--- config.mk ---
export PLATFORM = sky130hd
export DESIGN_NAME = dcd_decoder
export DESIGN_NICKNAME = d
export VERILOG_FILES = /design/src/dcd_pkg.sv /design/src/dcd_decoder.sv /design/src/dcd_reg_guard.sv
export SDC_FILE = /design/constraint.sdc
export NUM_CORES = 1
export LEC_CHECK = 0
export ABC_AREA = 1
export BUFFER_PORTS_ARGS = -buffer_cell sky130_fd_sc_hd__buf_4
export CELL_PAD_IN_SITES_DETAIL_PLACEMENT = 0
export CELL_PAD_IN_SITES_GLOBAL_PLACEMENT = 1
export CORE_MARGIN = 2
export CORE_UTILIZATION = 34
export DETAILED_ROUTE_END_ITERATION = 12
export GPL_ROUTABILITY_DRIVEN = 0
export PLACE_DENSITY = 0.85
export SYNTH_ARGS = -nofsm -noshare
export SYNTH_HDL_FRONTEND = slang
export SYNTH_SLANG_ARGS = --single-unit
--- constraint.sdc ---
create_clock -name clk -period 2 [get_ports clk]
set_clock_uncertainty 0.05 [all_clocks]
set_input_delay 0.5 -clock clk [delete_from_list [all_inputs] [get_ports clk]]
set_output_delay 0.5 -clock clk [all_outputs]
set_load 0.02 [all_outputs]
--- src/dcd_pkg.sv ---
// Package for the debug command decoder: command codes, address ranges,
// and the request/verdict carriers.
// Assumes a single system clock domain.
package dcd_pkg;

  localparam logic [7:0] CMD_REV_RD    = 8'h00;
  localparam logic [7:0] CMD_CNT_WR    = 8'h01;
  localparam logic [7:0] CMD_STAT_RD   = 8'h02;
  localparam logic [7:0] CMD_CNT_RD    = 8'h03;
  localparam logic [7:0] CMD_CTL_WR    = 8'h04;
  localparam logic [7:0] CMD_CTL_RD    = 8'h05;
  localparam logic [7:0] CMD_PC_WR     = 8'h06;
  localparam logic [7:0] CMD_PC_RD     = 8'h07;
  localparam logic [7:0] CMD_REG_WR    = 8'h08;
  localparam logic [7:0] CMD_REG_RD    = 8'h09;
  localparam logic [7:0] CMD_PMEM_WR   = 8'h0a;
  localparam logic [7:0] CMD_PMEM_RD   = 8'h0b;
  localparam logic [7:0] CMD_DMEM_WR   = 8'h0c;
  localparam logic [7:0] CMD_DMEM_RD   = 8'h0d;
  localparam logic [7:0] CMD_CRC_RD    = 8'h0e;
  localparam logic [7:0] CMD_RESERVED  = 8'h0f;
  localparam logic [7:0] CMD_STEP      = 8'h10;
  localparam logic [7:0] CMD_STUFF     = 8'h11;
  localparam logic [7:0] CMD_LAST      = 8'h11;

  // Peripheral control range, 12-bit register addresses
  localparam logic [11:0] PERIPH_LO    = 12'hf00;
  localparam logic [11:0] PERIPH_HI    = 12'hfff;
  // Flash control register address and mass erase code (parameters of
  // the core outside; plain defaults)
  localparam logic [11:0] FLASH_CTL_ADDR = 12'hff8;
  localparam logic [7:0]  MASS_ERASE_CODE = 8'h95;

  // One command byte from the link
  typedef struct packed {
    logic [7:0] code;
  } dcd_cmd_t;

  // One register-access beat of a register command
  typedef struct packed {
    logic [11:0] addr;
    logic [7:0]  data;
  } dcd_reg_t;

  // Verdict on a command byte
  typedef struct packed {
    logic       accept;
    logic       reject;
    logic [7:0] code;
  } dcd_verdict_t;

endpackage

--- src/dcd_decoder.sv ---
// Debug command decoder: judges each command byte from the debug link; CMD_RESERVED and codes above CMD_LAST get no verdict.
// Assumes bytes arrive already framed, one-cycle strobes on clk.
`timescale 1ns/1ps
module dcd_decoder
  import dcd_pkg::*;
(
  // Clock and reset
  input  wire logic         clk,
  input  wire logic         rst,
  // Command bytes from the debug link deframer
  input  wire logic         cmd_valid,
  input  wire dcd_cmd_t     cmd,
  // Device state
  input  wire logic         debug_halt_flag,
  input  wire logic         readout_lock_option,
  // Control register write request
  input  wire logic         ctl_wr_valid,
  input  wire logic         ctl_wr_halt,
  // Register access beat
  input  wire logic         reg_valid,
  input  wire dcd_reg_t     reg_in,
  // Results
  output dcd_verdict_t      verdict,
  output logic              ctl_halt_next,
  output logic              ctl_wr_done,
  output logic              reg_wr_en,
  output logic              reg_rd_en,
  output dcd_reg_t          reg_out
);

  logic lock_s1, lock;
  logic halt;
  logic wr_ok, rd_ok;
  logic next_accept, next_reject;
  logic [7:0] cur_cmd;
  logic       is_wr, is_rd;

  // Lock option is a static strap; resync anyway since it comes from flash
  always_ff @(posedge clk or posedge rst) begin
    if (rst) begin
      lock_s1 <= 1'b0;
      lock    <= 1'b1;
    end else begin
      lock_s1 <= readout_lock_option;
      lock    <= lock_s1;
    end
  end

  assign halt = debug_halt_flag;

  function automatic logic free_cmd(input logic [7:0] c);
    free_cmd = (c == CMD_REV_RD) || (c == CMD_STAT_RD) ||
               (c == CMD_CTL_WR) || (c == CMD_CTL_RD);
  endfunction

  function automatic logic locked_cmd(input logic [7:0] c);
    locked_cmd = (c == CMD_PC_WR)   || (c == CMD_PC_RD)   ||
                 (c == CMD_PMEM_WR) || (c == CMD_PMEM_RD) ||
                 (c == CMD_DMEM_WR) || (c == CMD_DMEM_RD) ||
                 (c == CMD_STEP)    || (c == CMD_STUFF);
  endfunction

  always_comb begin
    next_accept = 1'b0;
    next_reject = 1'b0;
    if (cmd_valid) begin
      if (cmd.code > CMD_LAST || cmd.code == CMD_RESERVED) begin
        next_accept = 1'b0;
        next_reject = 1'b0;
      end else if (!halt && !free_cmd(cmd.code)) begin
        next_reject = 1'b1;
      end else if (lock && locked_cmd(cmd.code)) begin
        next_reject = 1'b1;
      end else begin
        next_accept = 1'b1;
      end
    end
  end

  always_ff @(posedge clk or posedge rst) begin
    if (rst) begin
      verdict <= '0;
    end else begin
      verdict.accept <= next_accept;
      verdict.reject <= next_reject;
      if (next_accept || next_reject)
        verdict.code <= cmd.code;
    end
  end

  // Last accepted command, cleared by a rejected one; steers following payload beats
  always_ff @(posedge clk or posedge rst) begin
    if (rst)
      cur_cmd <= CMD_RESERVED;
    else if (next_accept)
      cur_cmd <= cmd.code;
    else if (next_reject)
      cur_cmd <= CMD_RESERVED;
  end

  // Control write: halt may be set freely, cleared only when unlocked
  always_ff @(posedge clk or posedge rst) begin
    if (rst) begin
      ctl_wr_done   <= 1'b0;
      ctl_halt_next <= 1'b0;
    end else begin
      ctl_wr_done <= ctl_wr_valid && (cur_cmd == CMD_CTL_WR);
      if (ctl_wr_valid && cur_cmd == CMD_CTL_WR)
        ctl_halt_next <= ctl_wr_halt || (lock && halt);
    end
  end

  dcd_reg_guard u_guard (
    .reg_in (reg_in),
    .lock   (lock),
    .wr_ok  (wr_ok),
    .rd_ok  (rd_ok)
  );

  assign is_wr = reg_valid && (cur_cmd == CMD_REG_WR);
  assign is_rd = reg_valid && (cur_cmd == CMD_REG_RD);

  always_ff @(posedge clk or posedge rst) begin
    if (rst) begin
      reg_wr_en <= 1'b0;
      reg_rd_en <= 1'b0;
      reg_out   <= '0;
    end else begin
      reg_wr_en <= is_wr && wr_ok;
      reg_rd_en <= is_rd && rd_ok;
      if (reg_valid)
        reg_out <= reg_in;
    end
  end

  property p_unknown_ignored;
    @(posedge clk) disable iff (rst)
      cmd_valid && (cmd.code > CMD_LAST || cmd.code == CMD_RESERVED)
      |=> !verdict.accept && !verdict.reject;
  endproperty
  a_unknown_ignored: assert property (p_unknown_ignored)
    else $error("reserved code produced a verdict");

  property p_run_subset;
    @(posedge clk) disable iff (rst)
      cmd_valid && !halt && cmd.code <= CMD_LAST &&
      cmd.code != CMD_RESERVED && !free_cmd(cmd.code)
      |=> verdict.reject && !verdict.accept;
  endproperty
  a_run_subset: assert property (p_run_subset)
    else $error("command accepted outside debug halt");

  property p_lock_reject;
    @(posedge clk) disable iff (rst)
      cmd_valid && lock && locked_cmd(cmd.code) |=> verdict.reject;
  endproperty
  a_lock_reject: assert property (p_lock_reject)
    else $error("locked command not rejected");

  property p_accept_code;
    @(posedge clk) disable iff (rst)
      cmd_valid && halt && !lock && cmd.code <= CMD_LAST &&
      cmd.code != CMD_RESERVED
      |=> verdict.accept && verdict.code == $past(cmd.code);
  endproperty
  a_accept_code: assert property (p_accept_code)
    else $error("valid command not accepted");

  property p_halt_kept;
    @(posedge clk) disable iff (rst)
      ctl_wr_valid && cur_cmd == CMD_CTL_WR && lock && halt
      |=> ctl_halt_next && ctl_wr_done;
  endproperty
  a_halt_kept: assert property (p_halt_kept)
    else $error("halt cleared while locked");

  property p_wr_range;
    @(posedge clk) disable iff (rst)
      is_wr && lock && reg_in.addr < PERIPH_LO |=> !reg_wr_en;
  endproperty
  a_wr_range: assert property (p_wr_range)
    else $error("locked write outside peripheral range");

  property p_flash_erase;
    @(posedge clk) disable iff (rst)
      is_wr && lock && reg_in.addr == FLASH_CTL_ADDR
      |=> reg_wr_en == ($past(reg_in.data) == MASS_ERASE_CODE);
  endproperty
  a_flash_erase: assert property (p_flash_erase)
    else $error("flash control write filter wrong");

  property p_rd_range;
    @(posedge clk) disable iff (rst)
      is_rd |=> reg_rd_en == (!$past(lock) ||
                              $past(reg_in.addr) >= PERIPH_LO);
  endproperty
  a_rd_range: assert property (p_rd_range)
    else $error("register read filter wrong");

  // Locked writes inside the peripheral range, other than flash control, must still go through
  property p_wr_inside;
    @(posedge clk) disable iff (rst)
      is_wr && lock && reg_in.addr >= PERIPH_LO &&
      reg_in.addr != FLASH_CTL_ADDR |=> reg_wr_en;
  endproperty
  a_wr_inside: assert property (p_wr_inside)
    else $error("locked peripheral write suppressed");

  // Without the lock the requested halt value is stored as given
  property p_ctl_free;
    @(posedge clk) disable iff (rst)
      ctl_wr_valid && cur_cmd == CMD_CTL_WR && !lock
      |=> ctl_wr_done && ctl_halt_next == $past(ctl_wr_halt);
  endproperty
  a_ctl_free: assert property (p_ctl_free)
    else $error("unlocked control write not applied");

  property p_unknown_state;
    @(posedge clk) disable iff (rst)
      cmd_valid && (cmd.code > CMD_LAST || cmd.code == CMD_RESERVED)
      |=> $stable(cur_cmd) && $stable(verdict.code);
  endproperty
  a_unknown_state: assert property (p_unknown_state)
    else $error("reserved code changed decoder state");

endmodule // dcd_decoder

--- src/dcd_reg_guard.sv ---
// Register-access filter used while the readout lock is set.
// Purely combinational; the caller registers the results.
`timescale 1ns/1ps
module dcd_reg_guard
  import dcd_pkg::*;
(
  // Access under test
  input  wire dcd_reg_t reg_in,
  input  wire logic     lock,
  // Verdicts
  output logic          wr_ok,
  output logic          rd_ok
);

  function automatic logic in_periph(input logic [11:0] a);
    in_periph = (a >= PERIPH_LO) && (a <= PERIPH_HI);
  endfunction

  always_comb begin
    // Under lock only the peripheral range, and flash control only erase
    wr_ok = !lock || (in_periph(reg_in.addr) &&
            ((reg_in.addr != FLASH_CTL_ADDR) ||
             (reg_in.data == MASS_ERASE_CODE)));
    rd_ok = !lock || in_periph(reg_in.addr);
  end

endmodule // dcd_reg_guard

==> insert_results.sql, run 1 <==
INSERT INTO impl_metrics (metric_group, metric, value, unit) VALUES
('setup_path', 'worst_r2r_endpoint', 'ctl_halt_next', ''),
('timing', 'tns', '0', 'ns'),
('setup_path', 'timing.critical_path.from_type', 'flip-flop', ''),
('cells_and_area', 'multi_input_gate_area', '607', 'sq um'),
('cells_and_area', 'layout-drive-gt1-share', '32.3', '%'),
('drt', 'drt_wl_total', '3990', 'um'),
('synth', 'synthesis.area', '0.00183', 'sq mm'),
('die', 'design.portCount', '70', ''),
('cells_and_area', 'antenna_cells', '0', ''),
('global_routing', 'initial_antenna_violation_count', '0', ''),
('pwr', 'power.ir.vdd_worst', '0.367', 'mV'),
('synth', 'synth.lib_cells_used.distinct', '21', ''),
('pwr', 'pwr_density_cell', '903', 'mW/mm^2'),
('die', 'overall_die_area', '0.00599', 'sq mm'),
('setup_path', 'critPathRequiredTime', '2.12', 'ns'),
('cells_and_area', 'areaGrowthSynthToFinish', '40.3', '%'),
('clock_tree', 'h-tree-depth', '2', ''),
('clock_tree', 'clk_transition_reported_paths', '0.08', 'ns'),
('synth', 'synth.yosys.seq_area_share', '60.4', '%'),
('status', 'outcome', 'finished clean', ''),
('drt', 'drt_drc_violations_left', '0', ''),
('drt', 'drt-wirelength-per-cell', '11.2', 'um'),
('flow_run', 'drv_cap', '0', ''),
('global_routing', 'grt_overflow_total', '0', ''),
('setup_path', 'regToRegSetupSlack', '0.52', 'ns'),
('setup_path', 'timing.critical_path.cells', 'inv_1 > or2_2 > nor3_1 > nand2_1 > nand2_1 > o21ai_0', ''),
('placement', 'final_hpwl_dp', '3100', 'um'),
('drt', 'met2_length', '1870', 'um'),
('clock_tree', 'cts_made_buffers', '5', ''),
('cells_and_area', 'finish.instance_area', '0.00257', 'sq mm'),
('setup_path', 'timing.critical_path.slowest_cell_delay', '0.52', 'ns'),
('drt', 'drt_iter0_markers', '44', ''),
('placement', 'placed_cell_area', '0.00244', 'sq mm'),
('timing', 'layout_min_cycle_time', '1.48', 'ns'),
('setup_path', 'critPathSlowestCell', 'dfstp_2', ''),
('placement', 'io_buffer_count', '69', ''),
('clock_tree', 'post_cts.repair.setup_buffers', '0', ''),
('timing', 'fin_crit_sh', '74.0', '%'),
('drt', 'drt_pre_antenna_iters', '4', ''),
('global_routing', 'maximum_number_of_pins_on_one_net_before_global_route_repair', '24', ''),
('global_routing', 'globalRouteTotalUtil', '14.5', '%'),
('timing', 'final_hold_viol_count', '0', ''),
('drt', 'top_layer', 'met4', ''),
('timing', 'slew_viol_final', '0', ''),
('die', 'floorplan.rows', '26', ''),
('synth', 'postSynthNetCount', '247', ''),
('setup_path', 'critical_path.max_fanout', '3', ''),
('timing', 'worst_margin_pin_slew', '0.498', 'ns'),
('setup_path', 'worstRegToRegCells', '6', ''),
('synth', 'synthesis.instances', '211', ''),
('synth', 'synth-warning-count', '0', ''),
('cells_and_area', 'final-seq-area', '0.00111', 'sq mm'),
('global_routing', 'grt_pass1_vias', '1477', ''),
('synth', 'synth.avg_cell_area', '8.69', 'sq um'),
('global_routing', 'grt_first_pass_wirelength', '6890', 'um'),
('die', 'floorplan.initialDensity', '35.7', '%'),
('drt', 'detailroute.via_count', '1535', ''),
('clock_tree', 'numClockSinks', '44', ''),
('drt', 'avgViaCountPerCell', '4.32', ''),
('pwr', 'power.leakage', '1.39', 'nW'),
('setup_path', 'path_class', 'reg -> reg', ''),
('clock_tree', 'postCtsHoldBufs', '0', ''),
('hold_path', 'hold_path_class', 'in -> async', ''),
('setup_path', 'cp_common_cell', 'nand2_1', ''),
('setup_path', 'ff_to_ff_start', 'cur_cmd[2]', ''),
('drt', 'met3RoutedLength', '294', 'um'),
('drt', 'wl_met1', '1770', 'um'),
('clock_tree', 'cts_resized', '0', ''),
('timing', 'rsz_0062_raised_after_global_routing', 'false', ''),
('cells_and_area', 'fin_nets', '320', ''),
('cells_and_area', 'filler_cell_count', '507', '');
## cells in the mapped netlist
cell type / instances / area [sq um]
nand3_1: 4 / 20.0
nand2_1: 76 / 285
or2_2: 2 / 12.5
dfstp_2: 5 / 131
inv_4: 1 / 6.26
dfrtp_1: 39 / 976
o21a_1: 4 / 30.0
o21ai_2: 1 / 8.76
nand2_4: 1 / 11.3
nand3b_1: 2 / 15.0
nor3_1: 3 / 15.0
o21ai_0: 10 / 50.1
clkbuf_1: 4 / 15.0
nor2_1: 25 / 93.8
and3b_1: 1 / 8.76
nand4_1: 4 / 25.0
a21oi_1: 2 / 10.0
nand2_2: 2 / 12.5
buf_6: 1 / 11.3
inv_1: 23 / 86.3
a21oi_2: 1 / 8.76
## worst max-delay path: cells and delay by family (launching register included)
kind	cells	cell delay, ns
and+or+nand+nor	4	0.68
DFF	1	0.52
buffers and inverters	1	0.05
AOI/OAI and AO/OA	1	0.07
## power by group
group	internal [mW]	switching, mW
clock	0.499	0.277
sequential	1.01	0.0561
combinational	0.215	0.263
## cell type report
type / count / area share [%]
Tap cell: 70 / 3.40
Timing Repair Buffer: 71 / 21.2
Clock buffer: 6 / 2.82
Clock inverter: 2 / 2.33
Inverter: 24 / 3.60
Sequential cell: 44 / 43.0
Multi-Input combinational cell: 138 / 23.6
## metrics by stage
| stage | setup WS, ns | total power [mW] | hold WS (ns) | utilization (%) |
|---|---|---|---|---|
| after detailed placement | 0.351 | 1.57 | 0.287 | 47.5 |
| after global routing | 0.434 | 2.46 | 0.203 | 50.0 |
| after CTS | 0.478 | 2.36 | 0.194 | 50.0 |
| after global placement | 0.362 | 1.57 | 0.286 | 47.5 |
| after floorplan | 0.427 | 1.34 | 0.283 | - |
| final | 0.519 | 2.32 | 0.184 | 50.0 |
## cell usage in the layout, fill, tap and decap left out
cell type / n
nand2_1: 76
and3b_1: 1
inv_1: 22
nand3b_1: 2
dfstp_2: 5
nor2_1: 25
nand2_4: 1
inv_2: 1
o21a_1: 4
clkbuf_1: 1
buf_4: 70
nand4_1: 4
a21oi_1: 2
nand3_1: 4
inv_4: 1
nand2_2: 2
or2_2: 2
a21oi_2: 1
nor3_1: 3
bufinv_16: 2
buf_12: 1
clkbuf_8: 5
o21ai_2: 1
o21ai_0: 10
dfrtp_1: 39
## per-layer routing
layer | up-vias | track usage, %
met5 | - | 0
li1 | 789 | -
met1 | 687 | 18.0
met2 | 53 | 23.9
met4 | 0 | 4.29
met3 | 6 | 5.12
## state kept, by name, summed over array words and instances (netlist names)
| register | cells |
|---|---|
| reg_wr_en | 1 |
| ctl_wr_done | 1 |
| verdict | 10 |
| cur_cmd | 8 |
| reg_rd_en | 1 |
| lock_s1 | 1 |
| ctl_halt_next | 1 |
| reg_out | 20 |
| lock | 1 |
## how the worst max path moves through the flow
stage               start  slack, ns  cells past startpoint       endpoint
6_report       cur_cmd[2]       0.52                      6  ctl_halt_next
5_1_grt        cur_cmd[2]       0.43                      6  ctl_halt_next
4_1_cts        cur_cmd[2]       0.48                      6  ctl_halt_next
3_5_place_dp       cmd[7]       0.35                      8     cur_cmd[0]
3_3_place_gp       cmd[7]       0.36                      8     cur_cmd[0]
2_1_floorplan         rst       0.43                      1  ctl_halt_next
## kinds of logic (layout without fill, tap and decap cells)
kind of cell | count (synthesis) | count (layout) | share of synthesized area (%)
compound gates | 18 | 18 | 5.87
buf+inv | 29 | 103 | 6.48
simple gates | 120 | 120 | 27.2
flops | 44 | 44 | 60.4
Power figures use the tool's default switching activity.
==> run 2, diff against run 1 <==
==> constraint.sdc (replaced) <==
create_clock -name clk -period 1.5 [get_ports clk]
set_clock_uncertainty 0.05 [all_clocks]
set_input_delay 0.375 -clock clk [delete_from_list [all_inputs] [get_ports clk]]
set_output_delay 0.375 -clock clk [all_outputs]
set_load 0.02 [all_outputs]
==> run 2 against run 1 <==
- setup slack worse by 0.42 ns
- register-to-register slack worse by 0.42 ns
- hold slack worse by 0.12 ns
- flip-flop and latch count unchanged
- clock power down 10%
- combinational power up 36%
- critical path type unchanged
- largest cell class unchanged
==> insert_results.sql, run 2 (same netlist as run 1, synthesis figures left out) <==
INSERT INTO impl_metrics (metric_group, metric, value, unit) VALUES
('cells_and_area', 'mostFrequentLayoutCell', 'nand2_1', ''),
('die', 'floorplan.core_area', '0.00514', 'sq mm'),
('setup_path', 'critPathRequiredTime', '1.62', 'ns'),
('cells_and_area', 'largest_register_ffs', '20', ''),
('setup_path', 'path_class', 'reg -> reg', ''),
('drt', 'avgViaCountPerCell', '4.40', ''),
('global_routing', 'initial_antenna_violation_count', '0', ''),
('setup_path', 'timing.critical_path.slowest_cell_delay', '0.52', 'ns'),
('pwr', 'power.ir.vdd_worst', '0.669', 'mV'),
('flow_run', 'drv_cap', '0', ''),
('pwr', 'power.leakage', '1.39', 'nW'),
('setup_path', 'critPathSlowestCell', 'dfstp_2', ''),
('setup_path', 'endpoint_kind', 'flip-flop', ''),
('hold_path', 'hold_path_class', 'in -> async', ''),
('placement', 'io_buffer_count', '69', ''),
('cells_and_area', 'antenna_cells', '0', ''),
('die', 'die-width', '77.4', 'um'),
('drt', 'route.antenna.remaining_nets', '0', ''),
('drt', 'drt_iter0_markers', '80', ''),
('drt', 'drt_pre_antenna_iters', '4', ''),
('die', 'overall_die_area', '0.00599', 'sq mm'),
('setup_path', 'timing.critical_path.from_type', 'flip-flop', ''),
('timing', 'fin_crit_sh', '93.6', '%'),
('clock_tree', 'clk_transition_reported_paths', '0.08', 'ns'),
('clock_tree', 'postCtsHoldBufs', '0', ''),
('timing', 'layout_min_cycle_time', '1.40', 'ns'),
('die', 'floorplan.initialDensity', '35.7', '%'),
('setup_path', 'data_arrival_time_of_the_worst_path', '1.52', 'ns'),
('setup_path', 'timing.critical_path.cells', 'inv_1 > or2_2 > nor3_1 > nand2_1 > nand2_1 > o21ai_0', ''),
('clock_tree', 'numClockSinks', '44', ''),
('timing', 'max_freq', '0.712', 'GHz'),
('timing', 'hold-worst-slack', '0.0595', 'ns'),
('clock_tree', 'post_cts.repair.setup_buffers', '0', ''),
('clock_tree', 'h-tree-depth', '2', ''),
('placement', 'placed_cell_area', '0.00246', 'sq mm'),
('cells_and_area', 'final_cell_count_no_fill', '358', ''),
('timing', 'final_hold_viol_count', '0', ''),
('placement', 'numPlacedInstances', '350', ''),
('placement', 'dp_slack', '-0.0450', 'ns'),
('clock_tree', 'cts_resized', '0', ''),
('die', 'chipHeight', '77.4', 'um'),
('cells_and_area', 'layout_common_cells', '76 x nand2_1, 73 x buf_4, 39 x dfrtp_1', ''),
('cells_and_area', 'finish.instance_area', '0.00254', 'sq mm'),
('cells_and_area', 'layout-drive-gt1-share', '32.6', '%'),
('timing', 'post-route-worst-setup-slack', '0.0953', 'ns'),
('pwr', 'pwr_density_cell', '1090', 'mW/mm^2'),
('drt', 'drt-wirelength-per-cell', '11.2', 'um'),
('setup_path', 'critical_path.max_fanout', '3', ''),
('cells_and_area', 'reg.largest.list', 'reg_out: 20 flops, verdict: 10 flops, cur_cmd: 8 flops', ''),
('global_routing', 'grt_pass1_vias', '1498', ''),
('timing', 'slew_viol_final', '0', ''),
('cells_and_area', 'areaGrowthSynthToFinish', '38.8', '%'),
('status', 'outcome', 'finished clean', ''),
('global_routing', 'grt_overflow_total', '0', ''),
('clock_tree', 'cts_made_buffers', '5', ''),
('die', 'design.portCount', '70', ''),
('cells_and_area', 'fin_nets', '323', ''),
('timing', 'worst_slew_margin_rel', '56.1', '%'),
('setup_path', 'regToRegSetupSlack', '0.1', 'ns'),
('setup_path', 'cp_common_cell', 'nand2_1', ''),
('die', 'floorplan.rows', '26', ''),
('drt', 'drt_wl_total', '4020', 'um'),
('cells_and_area', 'largest_register', 'reg_out', ''),
('timing', 'rsz_0062_raised_after_global_routing', 'false', ''),
('drt', 'drt_drc_violations_left', '0', ''),
('clock_tree', 'tritoncts_clock_tree', 'yes', ''),
('drt', 'detailroute.via_count', '1576', ''),
('global_routing', 'grt_first_pass_wirelength', '6870', 'um'),
('global_routing', 'maximum_number_of_pins_on_one_net_before_global_route_repair', '45', ''),
('timing', 'setup_violations', '0', ''),
('timing', 'worst_margin_pin_slew', '0.659', 'ns'),
('clock_tree', 'cts.root.buffer_cell', 'clkbuf_8', ''),
('global_routing', 'globalRouteTotalUtil', '14.4', '%'),
('clock_tree', 'cts_max_path_buffers', '2', ''),
('placement', 'final_hpwl_dp', '3050', 'um'),
('clock_tree', 'clock_insertion_delay_worst_skew', '0.29', 'ns');
[run 2: cell types whose count changed in the layout (fill, tap and decap cells not counted)]
cell and delta:
buf_4 +3, bufinv_16 -2, clkbuf_1 +1, clkinv_2 +1
[run 2: final timing paths]
check	from	to	cells past startpoint
max	cur_cmd[2]	ctl_halt_next	6
max reg2reg	cur_cmd[2]	ctl_halt_next	6
min in group clk	readout_lock_option	lock_s1	1
min	rst	reg_out[7]	3
min reg2reg	lock_s1	lock	0
max in group asynchronous	rst	cur_cmd[3]	3
[run 2: per-layer routing]
| metal | GRT usage [%] | wire (um) | vias up |
|---|---|---|---|
| li1 | - | - | 798 |
| met1 | 18.7 | 1840 | 720 |
| met2 | 23.2 | 1890 | 56 |
| met3 | 4.30 | 278 | 2 |
| met4 | 4.29 | 14 | 0 |
| met5 | 0 | 0 | - |
[run 2: final cells by class]
type | instances | area [sq um]
timing repair buffer | 74 | 568
clock inverter | 1 | 5.00
fill | 525 | 2600
sequential | 44 | 1110
tap | 70 | 87.6
multi-input combinational | 138 | 607
inverter | 24 | 92.6
clock buffer | 7 | 76.3
[run 2: power by group]
part / switching [mW] / total, mW / leakage [nW] / internal, mW
clock network: 0.369 / 0.696 / 0.0422 / 0.327
logic: 0.356 / 0.652 / 0.801 / 0.297
registers: 0.0748 / 1.42 / 0.542 / 1.35
total: 0.799 / 2.77 / 1.39 / 1.97
[run 2: worst max-delay path: cells and delay by family (launching register included)]
family          cells  cell delay [ns]
flops               1             0.52
compound gates      1             0.08
simple gates        4             0.60
buf+inv             1             0.04
[run 2: through the flow]
stage,power (mW),TNS [ns],util [%]
2_1_floorplan,1.79,0,-
3_3_place_gp,2.10,-0.126,47.9
3_5_place_dp,2.11,-0.124,47.9
4_1_cts,2.81,0,49.5
5_1_grt,2.94,0,49.5
6_report,2.77,0,49.5
